**config.mk**
```make
export PLATFORM = sky130hd
export DESIGN_NAME = hpp_top
export DESIGN_NICKNAME = d
export VERILOG_FILES = /design/src/pkg/hpp_pkg.sv /design/src/logic/hpp_buf.sv /design/src/logic/hpp_top.sv
export SDC_FILE = /design/constraint.sdc
export NUM_CORES = 1
export LEC_CHECK = 0
export BUFFER_PORTS_ARGS = -buffer_cell sky130_fd_sc_hd__clkbuf_2
export CAP_MARGIN = 15
export CORE_MARGIN = 4
export CORE_UTILIZATION = 52
export CTS_CLUSTER_DIAMETER = 40
export DETAILED_ROUTE_END_ITERATION = 10
export PLACE_DENSITY = 0.76
export SLEW_MARGIN = 10
export SYNTH_ARGS = -nofsm -noshare
export SYNTH_HDL_FRONTEND = slang
export SYNTH_SLANG_ARGS = --single-unit
```
**constraint.sdc**
```tcl
create_clock -name ref_clk -period 2.2 [get_ports ref_clk]
set_input_delay 0.66 -clock ref_clk [delete_from_list [all_inputs] [get_ports ref_clk]]
set_output_delay 0.66 -clock ref_clk [all_outputs]
set_load 0.05 [all_outputs]
```
**src/pkg/hpp_pkg.sv**
```systemverilog
// constants for the parallel host port: control bits, host map, pin roles
package hpp_pkg;
    // port control word bit positions
    localparam int CTL_W = 16;
    localparam int C_HEN = 0;
    localparam int C_MUX = 1;
    localparam int C_DSTB = 2;
    localparam int C_DREQ = 3;
    localparam int C_AS_HI = 4;
    localparam int C_CS_HI = 5;
    localparam int C_DS_HI = 6;
    localparam int C_WR_HI = 7;
    localparam int C_REQ_HI = 8;
    localparam int C_ACK_HI = 9;
    localparam int C_REQ_OD = 10;
    localparam int C_RRQ_HI = 11;
    localparam int C_RRQ_OD = 12;
    localparam int C_TREQ_EN = 13;
    localparam int C_RREQ_EN = 14;
    localparam logic [15:0] CTL_RST = 16'h0000;
    // pin roles
    localparam int PINS = 16;
    localparam int P_AS = 8;
    localparam int P_A1 = 9;
    localparam int P_A2 = 10;
    localparam int P_RD = 11;
    localparam int P_WR = 12;
    localparam int P_CS = 13;
    localparam int P_REQ = 14;
    localparam int P_ACK = 15;
    // host-visible register addresses
    localparam logic [2:0] A_VEC = 3'h1;
    localparam logic [2:0] A_STAT = 3'h2;
    localparam logic [2:0] A_HIGH = 3'h5;
    localparam logic [2:0] A_MID = 3'h6;
    localparam logic [2:0] A_LOW = 3'h7;
    localparam int S_RXF = 0;
    localparam int S_TXE = 1;
    localparam int S_HC = 2;
    localparam int V_HC = 7;
    localparam logic [7:0] MUX_PAGE_RST = 8'h00;
    localparam int WORD_W = 24;
    typedef enum logic [1:0] {
        HPP_IDLE = 2'b01,
        HPP_BUSY = 2'b10
    } hpp_state_type;
endpackage

```
**src/logic/hpp_buf.sv**
```systemverilog
// two-entry buffer, valid/ready both sides, registered read data
`timescale 1ns/1ps
module hpp_buf #(
    parameter int W = 24
) (
    input wire logic ref_clk,
    input wire logic nrst,
    input wire logic [W-1:0] in_data,
    input wire logic in_valid,
    output logic in_ready,
    output logic [W-1:0] out_data,
    output logic out_valid,
    input wire logic out_ready
);
    logic [W-1:0] spare;
    logic spare_v;
    logic push;
    logic pop;

    assign in_ready = !spare_v;
    assign push = in_valid && in_ready;
    assign pop = out_valid && out_ready;

    always_ff @(posedge ref_clk or negedge nrst) begin
        if (!nrst) begin
            out_data <= '0;
            out_valid <= 1'b0;
            spare <= '0;
            spare_v <= 1'b0;
        end else if (pop) begin
            if (spare_v) begin
                out_data <= spare;
                spare_v <= 1'b0;
            end else begin
                out_data <= in_data;
                out_valid <= push;
            end
        end else if (push) begin
            if (!out_valid) begin
                out_data <= in_data;
                out_valid <= 1'b1;
            end else begin
                spare <= in_data;
                spare_v <= 1'b1;
            end
        end
    end
endmodule

```
**src/logic/hpp_top.sv**
```systemverilog
// parallel host port pin logic, host byte registers and gpio fallback
`timescale 1ns/1ps
// Function
// a 16-bit port control word selects every pin function
// host reads receive bytes only after the receive full flag sets
// host writes transmit bytes only while the transmit empty flag is set
// host changes the vector only while the command bit is clear
// non-multiplexed mode: eight pins are bidirectional data lines 0-7
// multiplexed mode: same eight pins carry address and data 0-7
// multiplexed mode: address strobe input, polarity programmable, low default
// multiplexed mode: three dedicated pins give address bits 8, 9, 10
// non-multiplexed mode: three address inputs pick the host register
// non-multiplexed mode: access only while chip select is active; an active acknowledge also starts a low byte access without it
// single-strobe mode: read/write input sets access direction
// single-strobe mode: one data strobe times transfers, low default
// double-strobe mode: separate read strobe, low default
// double-strobe mode: separate write strobe, low default
// single-request mode: one request output, polarity and drive selectable
// single-request mode: acknowledge input with programmable polarity
// double-request mode: transmit request on request pin
// double-request mode: receive request on acknowledge pin
// gpio mode: each of sixteen pins is input or output by direction
// host strobes are synchronised before flags update
// pins are ignored inputs in reset, active-low defaults after
module hpp_top #(
    parameter logic [7:0] MUX_PAGE = hpp_pkg::MUX_PAGE_RST
) (
    input wire logic ref_clk,
    input wire logic nrst,
    input wire logic [hpp_pkg::CTL_W-1:0] port_ctrl,
    input wire logic [hpp_pkg::PINS-1:0] gpio_dir,
    input wire logic [hpp_pkg::PINS-1:0] gpio_out,
    output logic [hpp_pkg::PINS-1:0] gpio_in,
    input wire logic [hpp_pkg::PINS-1:0] pin_in,
    output logic [hpp_pkg::PINS-1:0] pin_out,
    output logic [hpp_pkg::PINS-1:0] pin_oe,
    output logic [hpp_pkg::WORD_W-1:0] core_rx_data,
    output logic core_rx_valid,
    input wire logic core_rx_ready,
    input wire logic [hpp_pkg::WORD_W-1:0] core_tx_data,
    input wire logic core_tx_valid,
    output logic core_tx_ready,
    output logic [6:0] host_vector_value,
    output logic host_command_bit,
    input wire logic core_hc_clear,
    output logic receive_full_flag,
    output logic transmit_empty_flag
);
    import hpp_pkg::*;

    function automatic logic act(input logic lvl, input logic high);
        act = high ? lvl : !lvl;
    endfunction

    logic [CTL_W-1:0] cfg;
    logic [PINS-1:0] sync1;
    logic [PINS-1:0] pins;
    logic [10:0] mux_addr;
    hpp_state_type state;
    logic acc_read;
    logic [2:0] acc_addr;
    logic [7:0] wdata;
    logic [7:0] rd_data;
    logic [7:0] tx_high;
    logic [7:0] tx_mid;
    logic [7:0] tx_low;
    logic tx_pending;
    logic [7:0] receive_byte_high;
    logic [7:0] receive_byte_middle;
    logic [7:0] receive_byte_low;
    logic buf_in_ready;
    logic host_en;
    logic as_act;
    logic cs_act;
    logic ack_act;
    logic rd_act;
    logic wr_act;
    logic strobe;
    logic dir_read;
    logic sel;
    logic [2:0] sel_addr;
    logic commit;
    logic wr_commit;
    logic rxl_read;
    logic hc_set;
    logic rx_load;
    logic req_tx;
    logic req_rx;
    logic req_any;

    // control word latched, active-low polarities after reset
    always_ff @(posedge ref_clk or negedge nrst) begin
        if (!nrst) begin
            cfg <= CTL_RST;
        end else begin
            cfg <= port_ctrl;
        end
    end

    // two-stage pin synchroniser
    always_ff @(posedge ref_clk or negedge nrst) begin
        if (!nrst) begin
            sync1 <= '0;
            pins <= '0;
        end else begin
            sync1 <= pin_in;
            pins <= sync1;
        end
    end

    always_ff @(posedge ref_clk or negedge nrst) begin
        if (!nrst) begin
            gpio_in <= '0;
        end else begin
            gpio_in <= pins;
        end
    end

    // strobe and select decode
    always_comb begin
        host_en = cfg[C_HEN];
        as_act = act(pins[P_AS], cfg[C_AS_HI]);
        cs_act = act(pins[P_CS], cfg[C_CS_HI]);
        ack_act = !cfg[C_DREQ] && act(pins[P_ACK], cfg[C_ACK_HI]);
        rd_act = act(pins[P_RD], cfg[C_DS_HI]);
        wr_act = act(pins[P_WR], cfg[C_WR_HI]);
        if (cfg[C_DSTB]) begin
            strobe = rd_act || wr_act;
            dir_read = rd_act;
        end else begin
            strobe = act(pins[P_WR], cfg[C_DS_HI]);
            dir_read = pins[P_RD];
        end
        if (ack_act) begin
            sel = 1'b1;
            sel_addr = A_LOW;
        end else if (cfg[C_MUX]) begin
            sel = mux_addr[10:3] == MUX_PAGE;
            sel_addr = mux_addr[2:0];
        end else begin
            sel = cs_act;
            sel_addr = {pins[P_A2], pins[P_A1], pins[P_AS]};
        end
    end

    // multiplexed address follows the shared lines and the three dedicated pins while the address strobe is active
    always_ff @(posedge ref_clk or negedge nrst) begin
        if (!nrst) begin
            mux_addr <= '0;
        end else if (host_en && cfg[C_MUX] && as_act) begin
            mux_addr <= {pins[P_CS], pins[P_A2], pins[P_A1], pins[7:0]};
        end
    end

    // access tracker, commits on strobe release
    always_ff @(posedge ref_clk or negedge nrst) begin
        if (!nrst) begin
            state <= HPP_IDLE;
            acc_read <= 1'b0;
            acc_addr <= '0;
            wdata <= '0;
        end else begin
            case (state)
                HPP_IDLE: begin
                    if (host_en && strobe && sel) begin
                        state <= HPP_BUSY;
                        acc_read <= dir_read;
                        acc_addr <= sel_addr;
                        wdata <= pins[7:0];
                    end
                end
                HPP_BUSY: begin
                    wdata <= pins[7:0];
                    if (!strobe || !host_en) begin
                        state <= HPP_IDLE;
                    end
                end
                default: begin
                    state <= HPP_IDLE;
                end
            endcase
        end
    end

    assign commit = (state == HPP_BUSY) && (!strobe || !host_en);
    assign wr_commit = commit && !acc_read;
    assign rxl_read = commit && acc_read && (acc_addr == A_LOW);
    assign hc_set = wr_commit && (acc_addr == A_VEC) && wdata[V_HC];
    assign rx_load = core_tx_valid && core_tx_ready;
    assign core_tx_ready = !receive_full_flag;

    // transmit bytes, word moves on low byte write
    always_ff @(posedge ref_clk or negedge nrst) begin
        if (!nrst) begin
            tx_high <= '0;
            tx_mid <= '0;
            tx_low <= '0;
            tx_pending <= 1'b0;
        end else begin
            if (wr_commit && acc_addr == A_HIGH) begin
                tx_high <= wdata;
            end
            if (wr_commit && acc_addr == A_MID) begin
                tx_mid <= wdata;
            end
            if (wr_commit && acc_addr == A_LOW) begin
                tx_low <= wdata;
                tx_pending <= 1'b1;
            end else if (buf_in_ready) begin
                tx_pending <= 1'b0;
            end
        end
    end

    assign transmit_empty_flag = !tx_pending;

    hpp_buf #(
        .W(WORD_W)
    ) u_buf (
        .ref_clk(ref_clk),
        .nrst(nrst),
        .in_data({tx_high, tx_mid, tx_low}),
        .in_valid(tx_pending),
        .in_ready(buf_in_ready),
        .out_data(core_rx_data),
        .out_valid(core_rx_valid),
        .out_ready(core_rx_ready)
    );

    // receive bytes from the core, full until host reads low byte
    always_ff @(posedge ref_clk or negedge nrst) begin
        if (!nrst) begin
            receive_byte_high <= '0;
            receive_byte_middle <= '0;
            receive_byte_low <= '0;
            receive_full_flag <= 1'b0;
        end else if (rx_load) begin
            receive_byte_high <= core_tx_data[23:16];
            receive_byte_middle <= core_tx_data[15:8];
            receive_byte_low <= core_tx_data[7:0];
            receive_full_flag <= 1'b1;
        end else if (rxl_read) begin
            receive_full_flag <= 1'b0;
        end
    end

    // host command and vector, set wins over core clear
    always_ff @(posedge ref_clk or negedge nrst) begin
        if (!nrst) begin
            host_vector_value <= '0;
            host_command_bit <= 1'b0;
        end else begin
            if (wr_commit && acc_addr == A_VEC && !host_command_bit) begin
                host_vector_value <= wdata[6:0];
            end
            if (hc_set) begin
                host_command_bit <= 1'b1;
            end else if (core_hc_clear) begin
                host_command_bit <= 1'b0;
            end
        end
    end

    // read data for the host
    always_ff @(posedge ref_clk or negedge nrst) begin
        if (!nrst) begin
            rd_data <= '0;
        end else if (acc_addr == A_HIGH) begin
            rd_data <= receive_byte_high;
        end else if (acc_addr == A_MID) begin
            rd_data <= receive_byte_middle;
        end else if (acc_addr == A_LOW) begin
            rd_data <= receive_byte_low;
        end else if (acc_addr == A_STAT) begin
            rd_data <= {5'h00, host_command_bit, transmit_empty_flag, receive_full_flag};
        end else if (acc_addr == A_VEC) begin
            rd_data <= {host_command_bit, host_vector_value};
        end else begin
            rd_data <= 8'h00;
        end
    end

    assign req_tx = cfg[C_TREQ_EN] && transmit_empty_flag;
    assign req_rx = cfg[C_RREQ_EN] && receive_full_flag;
    assign req_any = req_tx || req_rx;

    // pin drivers, registered
    genvar i;
    generate
        for (i = 0; i < PINS; i++) begin : g_pin
            always_ff @(posedge ref_clk or negedge nrst) begin
                if (!nrst) begin
                    pin_out[i] <= 1'b0;
                    pin_oe[i] <= 1'b0;
                end else if (!host_en) begin
                    pin_out[i] <= gpio_out[i];
                    pin_oe[i] <= gpio_dir[i];
                end else if (i < 8) begin
                    pin_out[i] <= rd_data[i % 8];
                    pin_oe[i] <= (state == HPP_BUSY) && acc_read && strobe;
                end else if (i == P_REQ) begin
                    if (cfg[C_DREQ]) begin
                        pin_out[i] <= req_tx ~^ cfg[C_REQ_HI];
                        pin_oe[i] <= !cfg[C_REQ_OD] || (req_tx != cfg[C_REQ_HI]);
                    end else begin
                        pin_out[i] <= req_any ~^ cfg[C_REQ_HI];
                        pin_oe[i] <= !cfg[C_REQ_OD] || (req_any != cfg[C_REQ_HI]);
                    end
                end else if (i == P_ACK && cfg[C_DREQ]) begin
                    pin_out[i] <= req_rx ~^ cfg[C_RRQ_HI];
                    pin_oe[i] <= !cfg[C_RRQ_OD] || (req_rx != cfg[C_RRQ_HI]);
                end else begin
                    pin_out[i] <= 1'b0;
                    pin_oe[i] <= 1'b0;
                end
            end
        end
    endgenerate
endmodule

```
==> results of run 1 <==
==> state kept, by name, indices dropped and copies added, names as in the netlist, 2 cells and up <==
name	flops
u_buf.out_data	24
u_buf.spare	24
gpio_in	16
pin_oe	16
pin_out	16
pins	16
sync1	16
cfg	15
mux_addr	11
rd_data	8
receive_byte_high	8
receive_byte_low	8
receive_byte_middle	8
tx_high	8
tx_low	8
tx_mid	8
wdata	8
host_vector_value	7
acc_addr	3
state	2
==> cells in the mapped netlist, drive strengths merged <==
| library cell | instances |
|---|---|
| buf | 11 |
| nor4bb | 1 |
| o32a | 1 |
| nor3 | 1 |
| a41o | 1 |
| mux2 | 110 |
| a31oi | 3 |
| a21oi | 23 |
| dfrtp | 235 |
| o211ai | 1 |
| and3 | 2 |
| mux2i | 27 |
| nand3 | 11 |
| xor2 | 5 |
| nor2 | 13 |
| nor2b | 15 |
| clkbuf | 14 |
| nor4 | 1 |
| a221oi | 6 |
| nand2b | 5 |
| nand2 | 29 |
| a41oi | 3 |
| o21ai | 46 |
| clkinv | 1 |
| dfstp | 1 |
| xnor2 | 4 |
| or3 | 1 |
| and2b | 2 |
| inv | 15 |
| nand4 | 1 |
| nor3b | 1 |
| o2bb2ai | 1 |
==> metal layers <==
metal	global-route usage [%]	routed length, µm
met1	24.9	7290
met2	32.3	9100
met3	4.38	1160
met4	7.10	575
met5	0	0
==> power groups by stage <==
stage / registers (W) / logic [W] / clock network, W
floorplan: 0.00544 / 0.000869 / 0
global placement: 0.00531 / 0.00161 / 0
detailed placement: 0.00533 / 0.00166 / 0
CTS: 0.00526 / 0.00168 / 0.00493
global route: 0.00532 / 0.00182 / 0.00512
finish: 0.00526 / 0.00167 / 0.00484
==> per-stage QoR <==
stage,instances,instance area [µm²],worst slack [ns],total power (W)
2_1_floorplan,591,8630,0.367,0.00631
3_3_place_gp,972,9870,0.338,0.00691
3_5_place_dp,972,9870,0.288,0.00700
4_1_cts,1028,10900,0.0960,0.0119
5_1_grt,1028,10900,0.0641,0.0123
6_report,1028,10900,0.118,0.0118
==> cells by family (layout without fill, tap and decap cells) <==
kind of cell / count (synthesis) / after routing / share of synthesized area [%]
compound gates: 85 / 85 / 5.91
xor+xnor: 9 / 9 / 0.913
buf+inv: 41 / 262 / 1.91
flops: 236 / 236 / 68.4
mux: 137 / 137 / 17.5
simple gates: 83 / 83 / 5.38
==> worst max path at each step <==
stage	endpoint	cells after the start	startpoint
after global placement	tx_low[1]	5	state[0]
after floorplan	u_buf.spare[10]	3	u_buf.out_valid
after detailed placement	tx_low[3]	5	state[0]
after CTS	receive_full_flag	1	receive_full_flag
after global routing	receive_full_flag	1	receive_full_flag
final	receive_full_flag	1	receive_full_flag
==> area by class of cell <==
cell class | count | area, µm²
timing repair buffer | 190 | 1060
sequential | 236 | 5910
inverter | 16 | 60.1
tap | 216 | 270
clock buffer | 36 | 833
clock inverter | 20 | 204
fill | 1155 | 5150
multi-input combinational | 314 | 2570
==> impl_metrics.ini, run 1 <==
[global_routing]
gr-total-overflow = 0
grt_pass1_vias = 5573
antenna_found_initial = 0
grtUsageTotal_pct = 19.3
grt_start_max_net_pins = 67
grt_pass1_wl_um = 28500

[power]
combPwrFrac_pct = 14.2
peakVddDrop_mv = 0.760
p_sw_w = 0.00329
p_int_w = 0.00848
swShare_pct = 28.0
p_leak_nw = 5.52
p_seq_share_pct = 44.7
p_per_area_nw_per_um2 = 1080
clockPowerShare_pct = 41.1

[cts]
cts_root_buf = clkbuf_16
cts_setup_buffers = 0
cts.clk_slew.worst_paths_ns = 0.05
post_cts_resized = 0
cts-htree-levels = 1
ctsHoldBuffers = 0
clk_path_buf_depth = 3
clkSinkCount = 236
cts_made_buffers = 30
clkLatencyLatePin_ns = 0.53
cts_tree = done

[logic_synthesis]
yosysTopAreaCell = dfrtp_1
postSynthAreaPerCell_um2 = 14.6
syn_nets = 684
synth.top_cells.by_area = dfrtp_1, mux2_2, mux2i_1, o21ai_0, a21oi_1
ys_warn_count = 0
synth_cell_types = 36
syn_inst = 591
synth_area_um2 = 8630
ys_ff_latch = 236
ys_seq_area_share_pct = 68.4
netlist.area_leader.share_pct = 68.1

[sta]
rsz0062_at_grt = false
fmax_ghz = 0.480
fin_crit_sh_pct = 94.6
relSlewSlack_pct = 55.6
setup_viol = 0
period_needed_ns = 2.08
worst_pin_slew_ns = 0.665
timing.hold.ws_ns = 0.0425
finClkSkew_ns = 0.0140
hold_viol = 0
setup_tns_ns = 0
slew_violations = 0

[setup_path]
path_class = reg2out
crit_required_ns = 1.54
timing.rr.start = state[0]
end_kind = primary output
cp_max_fo = 7
regToRegEndpoint = tx_low[5]
critPathTopFamily = flip-flops
crit_path_max_incr_delay_ns = 0.54
cp.arrival_ns = 1.42
crit_slowest_cell = dfrtp_1
path_cells = clkbuf_2
cp-start-kind = register
r2r_setup_slack_ns = 0.27
path_buf_inv = 1
worstRegToRegCells = 5

[cells_and_area]
final_cell_mix = dfrtp_1, clkbuf_2, mux2_2
drive_gt1_share_pct = 45.2
area_growth_pct = 26.3
final_util_pct = 67.9
fin_nets = 881
diodes = 0
final_common_cell = dfrtp_1

[place]
gp_congestion = 0.820
port_buffers = 175
dpl.hpwl_um = 12500

[routing]
drc = 0
routedWlPerCell_um = 17.6
firstDrtPassIters = 4
antenna_left = 0
via_count = 5314
via_per_inst = 5.17
drt_iter0_drc = 294
drt_wl_total_um = 18100

[hold_path]
hold_class = in2async

[floorplanning]
start_util_pct = 53.8
num_rows = 46
io_pins = 177
die-area_um2 = 18700
die_w_um = 137
core-area_um2 = 16100
die_h_um = 137

[job]
cap_violations = 0

[run_status]
run_status = completed
Note: power is estimated with default switching activity, not from simulation.
==> inputs of run 2 (changes only) <==
- ABC_AREA: default -> 1
==> run 2 against run 1 <==
  * Clock power decreased by 4%
  * Register-to-register slack worse by 0.06 ns
  * Worst setup slack lost 0.057 ns
  * Sequential share of layout area decreased by 0.12 points
  * Die area grew 0.86%
  * Via count rose by 16%
  * Count of clock-buffer cells in the layout fell by 1
  * Sequential power is 0.8% higher
  * Synthesized cell count is 35% higher
  * Synthesized area rose by 0.91%
  * Global-route usage grew 1.3 points
  * Critical path type unchanged
==> impl_metrics.ini, run 2 <==
[run_status]
run_status = completed

[cts]
cts_root_buf = clkbuf_16
clkSinkCount = 236
clk_path_buf_depth = 3
clkLatencyLatePin_ns = 0.51
cts_tree = done
cts-htree-levels = 1
cts.clk_slew.worst_paths_ns = 0.06
cts_made_buffers = 29

[sta]
setup_viol = 0
finClkSkew_ns = 0.00799
worst_pin_slew_ns = 1.10
slew_violations = 0
rsz0062_at_grt = false
hold_viol = 0
fin_ws_ns = 0.0613
setup_tns_ns = 0
fmax_ghz = 0.468
period_needed_ns = 2.14
fin_crit_sh_pct = 97.2
relSlewSlack_pct = 26.6
timing.hold.ws_ns = 0.0866

[cells_and_area]
drive_gt1_share_pct = 29.6
final_cell_mix = dfrtp_1, nand2_1, clkbuf_2
final_common_cell = dfrtp_1
fillers = 1269
final_util_pct = 66.1
reg_top3 = u_buf.out_data: 24 flops, u_buf.spare: 24 flops
area_growth_pct = 25.4
fin_nets = 1084

[setup_path]
cp-start-kind = register
worstRegToRegCells = 4
cp.arrival_ns = 1.48
end_kind = primary output
r2r_setup_slack_ns = 0.21
timing.rr.start = u_buf.out_valid
startpoint = tx_pending
regToRegEndpoint = u_buf.out_data[9]
crit_required_ns = 1.54
path_class = reg2out
critPathCapture = transmit_empty_flag
cp_max_fo = 4

[logic_synthesis]
ys_warn_count = 0
synth_area_um2 = 8710
synth_cell_types = 35
ys_seq_area_share_pct = 67.8
syn_nets = 889
synth_edf_count = 0
synthFlopType = dfrtp_1
yosysTopAreaCell = dfrtp_1
synth.most_common_cell = dfrtp_1
netlist.area_leader.share_pct = 67.5
syn_inst = 796
synth.top_cells.by_area = dfrtp_1, nand2_1, mux2_2, o21ai_0, nand3_1
postSynthAreaPerCell_um2 = 10.9
synthTopCellsByCount = dfrtp_1, nand2_1, inv_1
ys_ff_latch = 236
async_flop_share_pct = 100

[floorplanning]
die_w_um = 137
die-area_um2 = 18900
num_rows = 47
die_h_um = 137
start_util_pct = 52.7
core-area_um2 = 16500
io_pins = 177

[power]
peakVddDrop_mv = 0.669
p_per_area_nw_per_um2 = 1040
p_leak_nw = 5.51

[routing]
via_per_inst = 5.02
drc = 0
routedWlPerCell_um = 15.6
drt_iter0_drc = 444
antenna_left = 0
via_count = 6178
drt_wl_total_um = 19200
firstDrtPassIters = 5

[place]
pre_cts_ws_ns = 0.145
gp_congestion = 0.802
port_buffers = 175
dpl.hpwl_um = 13300

[hold_path]
hold_class = in2async

[job]
cap_violations = 0

[global_routing]
grt_pass1_wl_um = 30800
antenna_found_initial = 0
grt_pass1_vias = 6168
grtUsageTotal_pct = 20.6
gr-total-overflow = 0
grt_start_max_net_pins = 65
==> run 2: cell count changes after synthesis, moves of 14 or more <==
cell	change
a21oi_1	-14
nor2b_1	-15
nor2_1	+39
mux2i_1	-27
mux2_2	-80
a31oi_1	+23
nand2_1	+158
inv_1	+48
nand3_1	+45
==> run 2: cell families (layout without fill, tap and decap cells) <==
family / after synthesis / count (layout) / synth area share [%]
DFF: 236 / 236 / 67.8
xor gates and xnor gates: 3 / 3 / 0.302
muxes: 32 / 32 / 4.14
AOI/OAI and AO/OA: 113 / 113 / 7.47
and+or+nand+nor: 310 / 310 / 15.4
buffers and inverters: 102 / 316 / 4.95
other: 0 / 1 / 0
==> run 2: worst min-delay path by stage <==
stage	endpoint	slack (ns)	cells past startpoint
2_1_floorplan	gpio_in[14]	0.33	0
3_3_place_gp	pins[8]	0.33	0
3_5_place_dp	pins[10]	0.33	0
4_1_cts	pin_oe[6]	0.09	1
5_1_grt	pin_oe[6]	0.12	1
6_report	pin_oe[6]	0.09	1
==> run 2: worst max-delay path: stages, from the launching register on <==
cell and delay [ns]:
dfrtp_1 0.41, inv_1 0.16, buf_4 0.19, buf_4 0.21
==> run 2: repair_timing <==
action / CTS / global route
buffers inserted: 0 / 0
gates resized for setup: 1 / 2
gates cloned: 0 / 0
endpoints found under the setup margin: 1 / 8
hold buffers: 0 / 0
==> run 2: layout make-up <==
| class | instances | area (µm²) | share of cell area, % |
|---|---|---|---|
| well taps | 220 | 275 | 2.52 |
| repair buffers | 195 | 1120 | 10.2 |
| multi-input cells | 458 | 2390 | 21.9 |
| inverters | 71 | 267 | 2.44 |
| clock inverters | 15 | 173 | 1.58 |
| flip-flops and latches | 236 | 5910 | 54.1 |
| diodes | 1 | 2.50 | 0.0229 |
| clock buffers | 35 | 798 | 7.30 |
==> run 2: where the power goes <==
| part | switching, W | internal [W] |
|---|---|---|
| sequential | 0.000408 | 0.00489 |
| combinational | 0.000935 | 0.000539 |
| clock | 0.00180 | 0.00285 |
| total | 0.00314 | 0.00827 |
==> run 2: metal layers <==
metal	up-vias	GRT usage [%]	wire length [µm]
li1	2974	-	-
met1	2961	27.5	7900
met2	212	34.3	9430
met3	31	5.00	1480
met4	0	5.43	388
met5	-	0	0
==> run 2: through the flow <==
stage	cells	total power (W)	instance area [µm²]
CTS	1230	0.0115	10900
floorplan	796	0.00622	8710
global placement	1180	0.00678	9950
detailed placement	1180	0.00685	9950
finish	1231	0.0114	10900
global route	1230	0.0119	10900
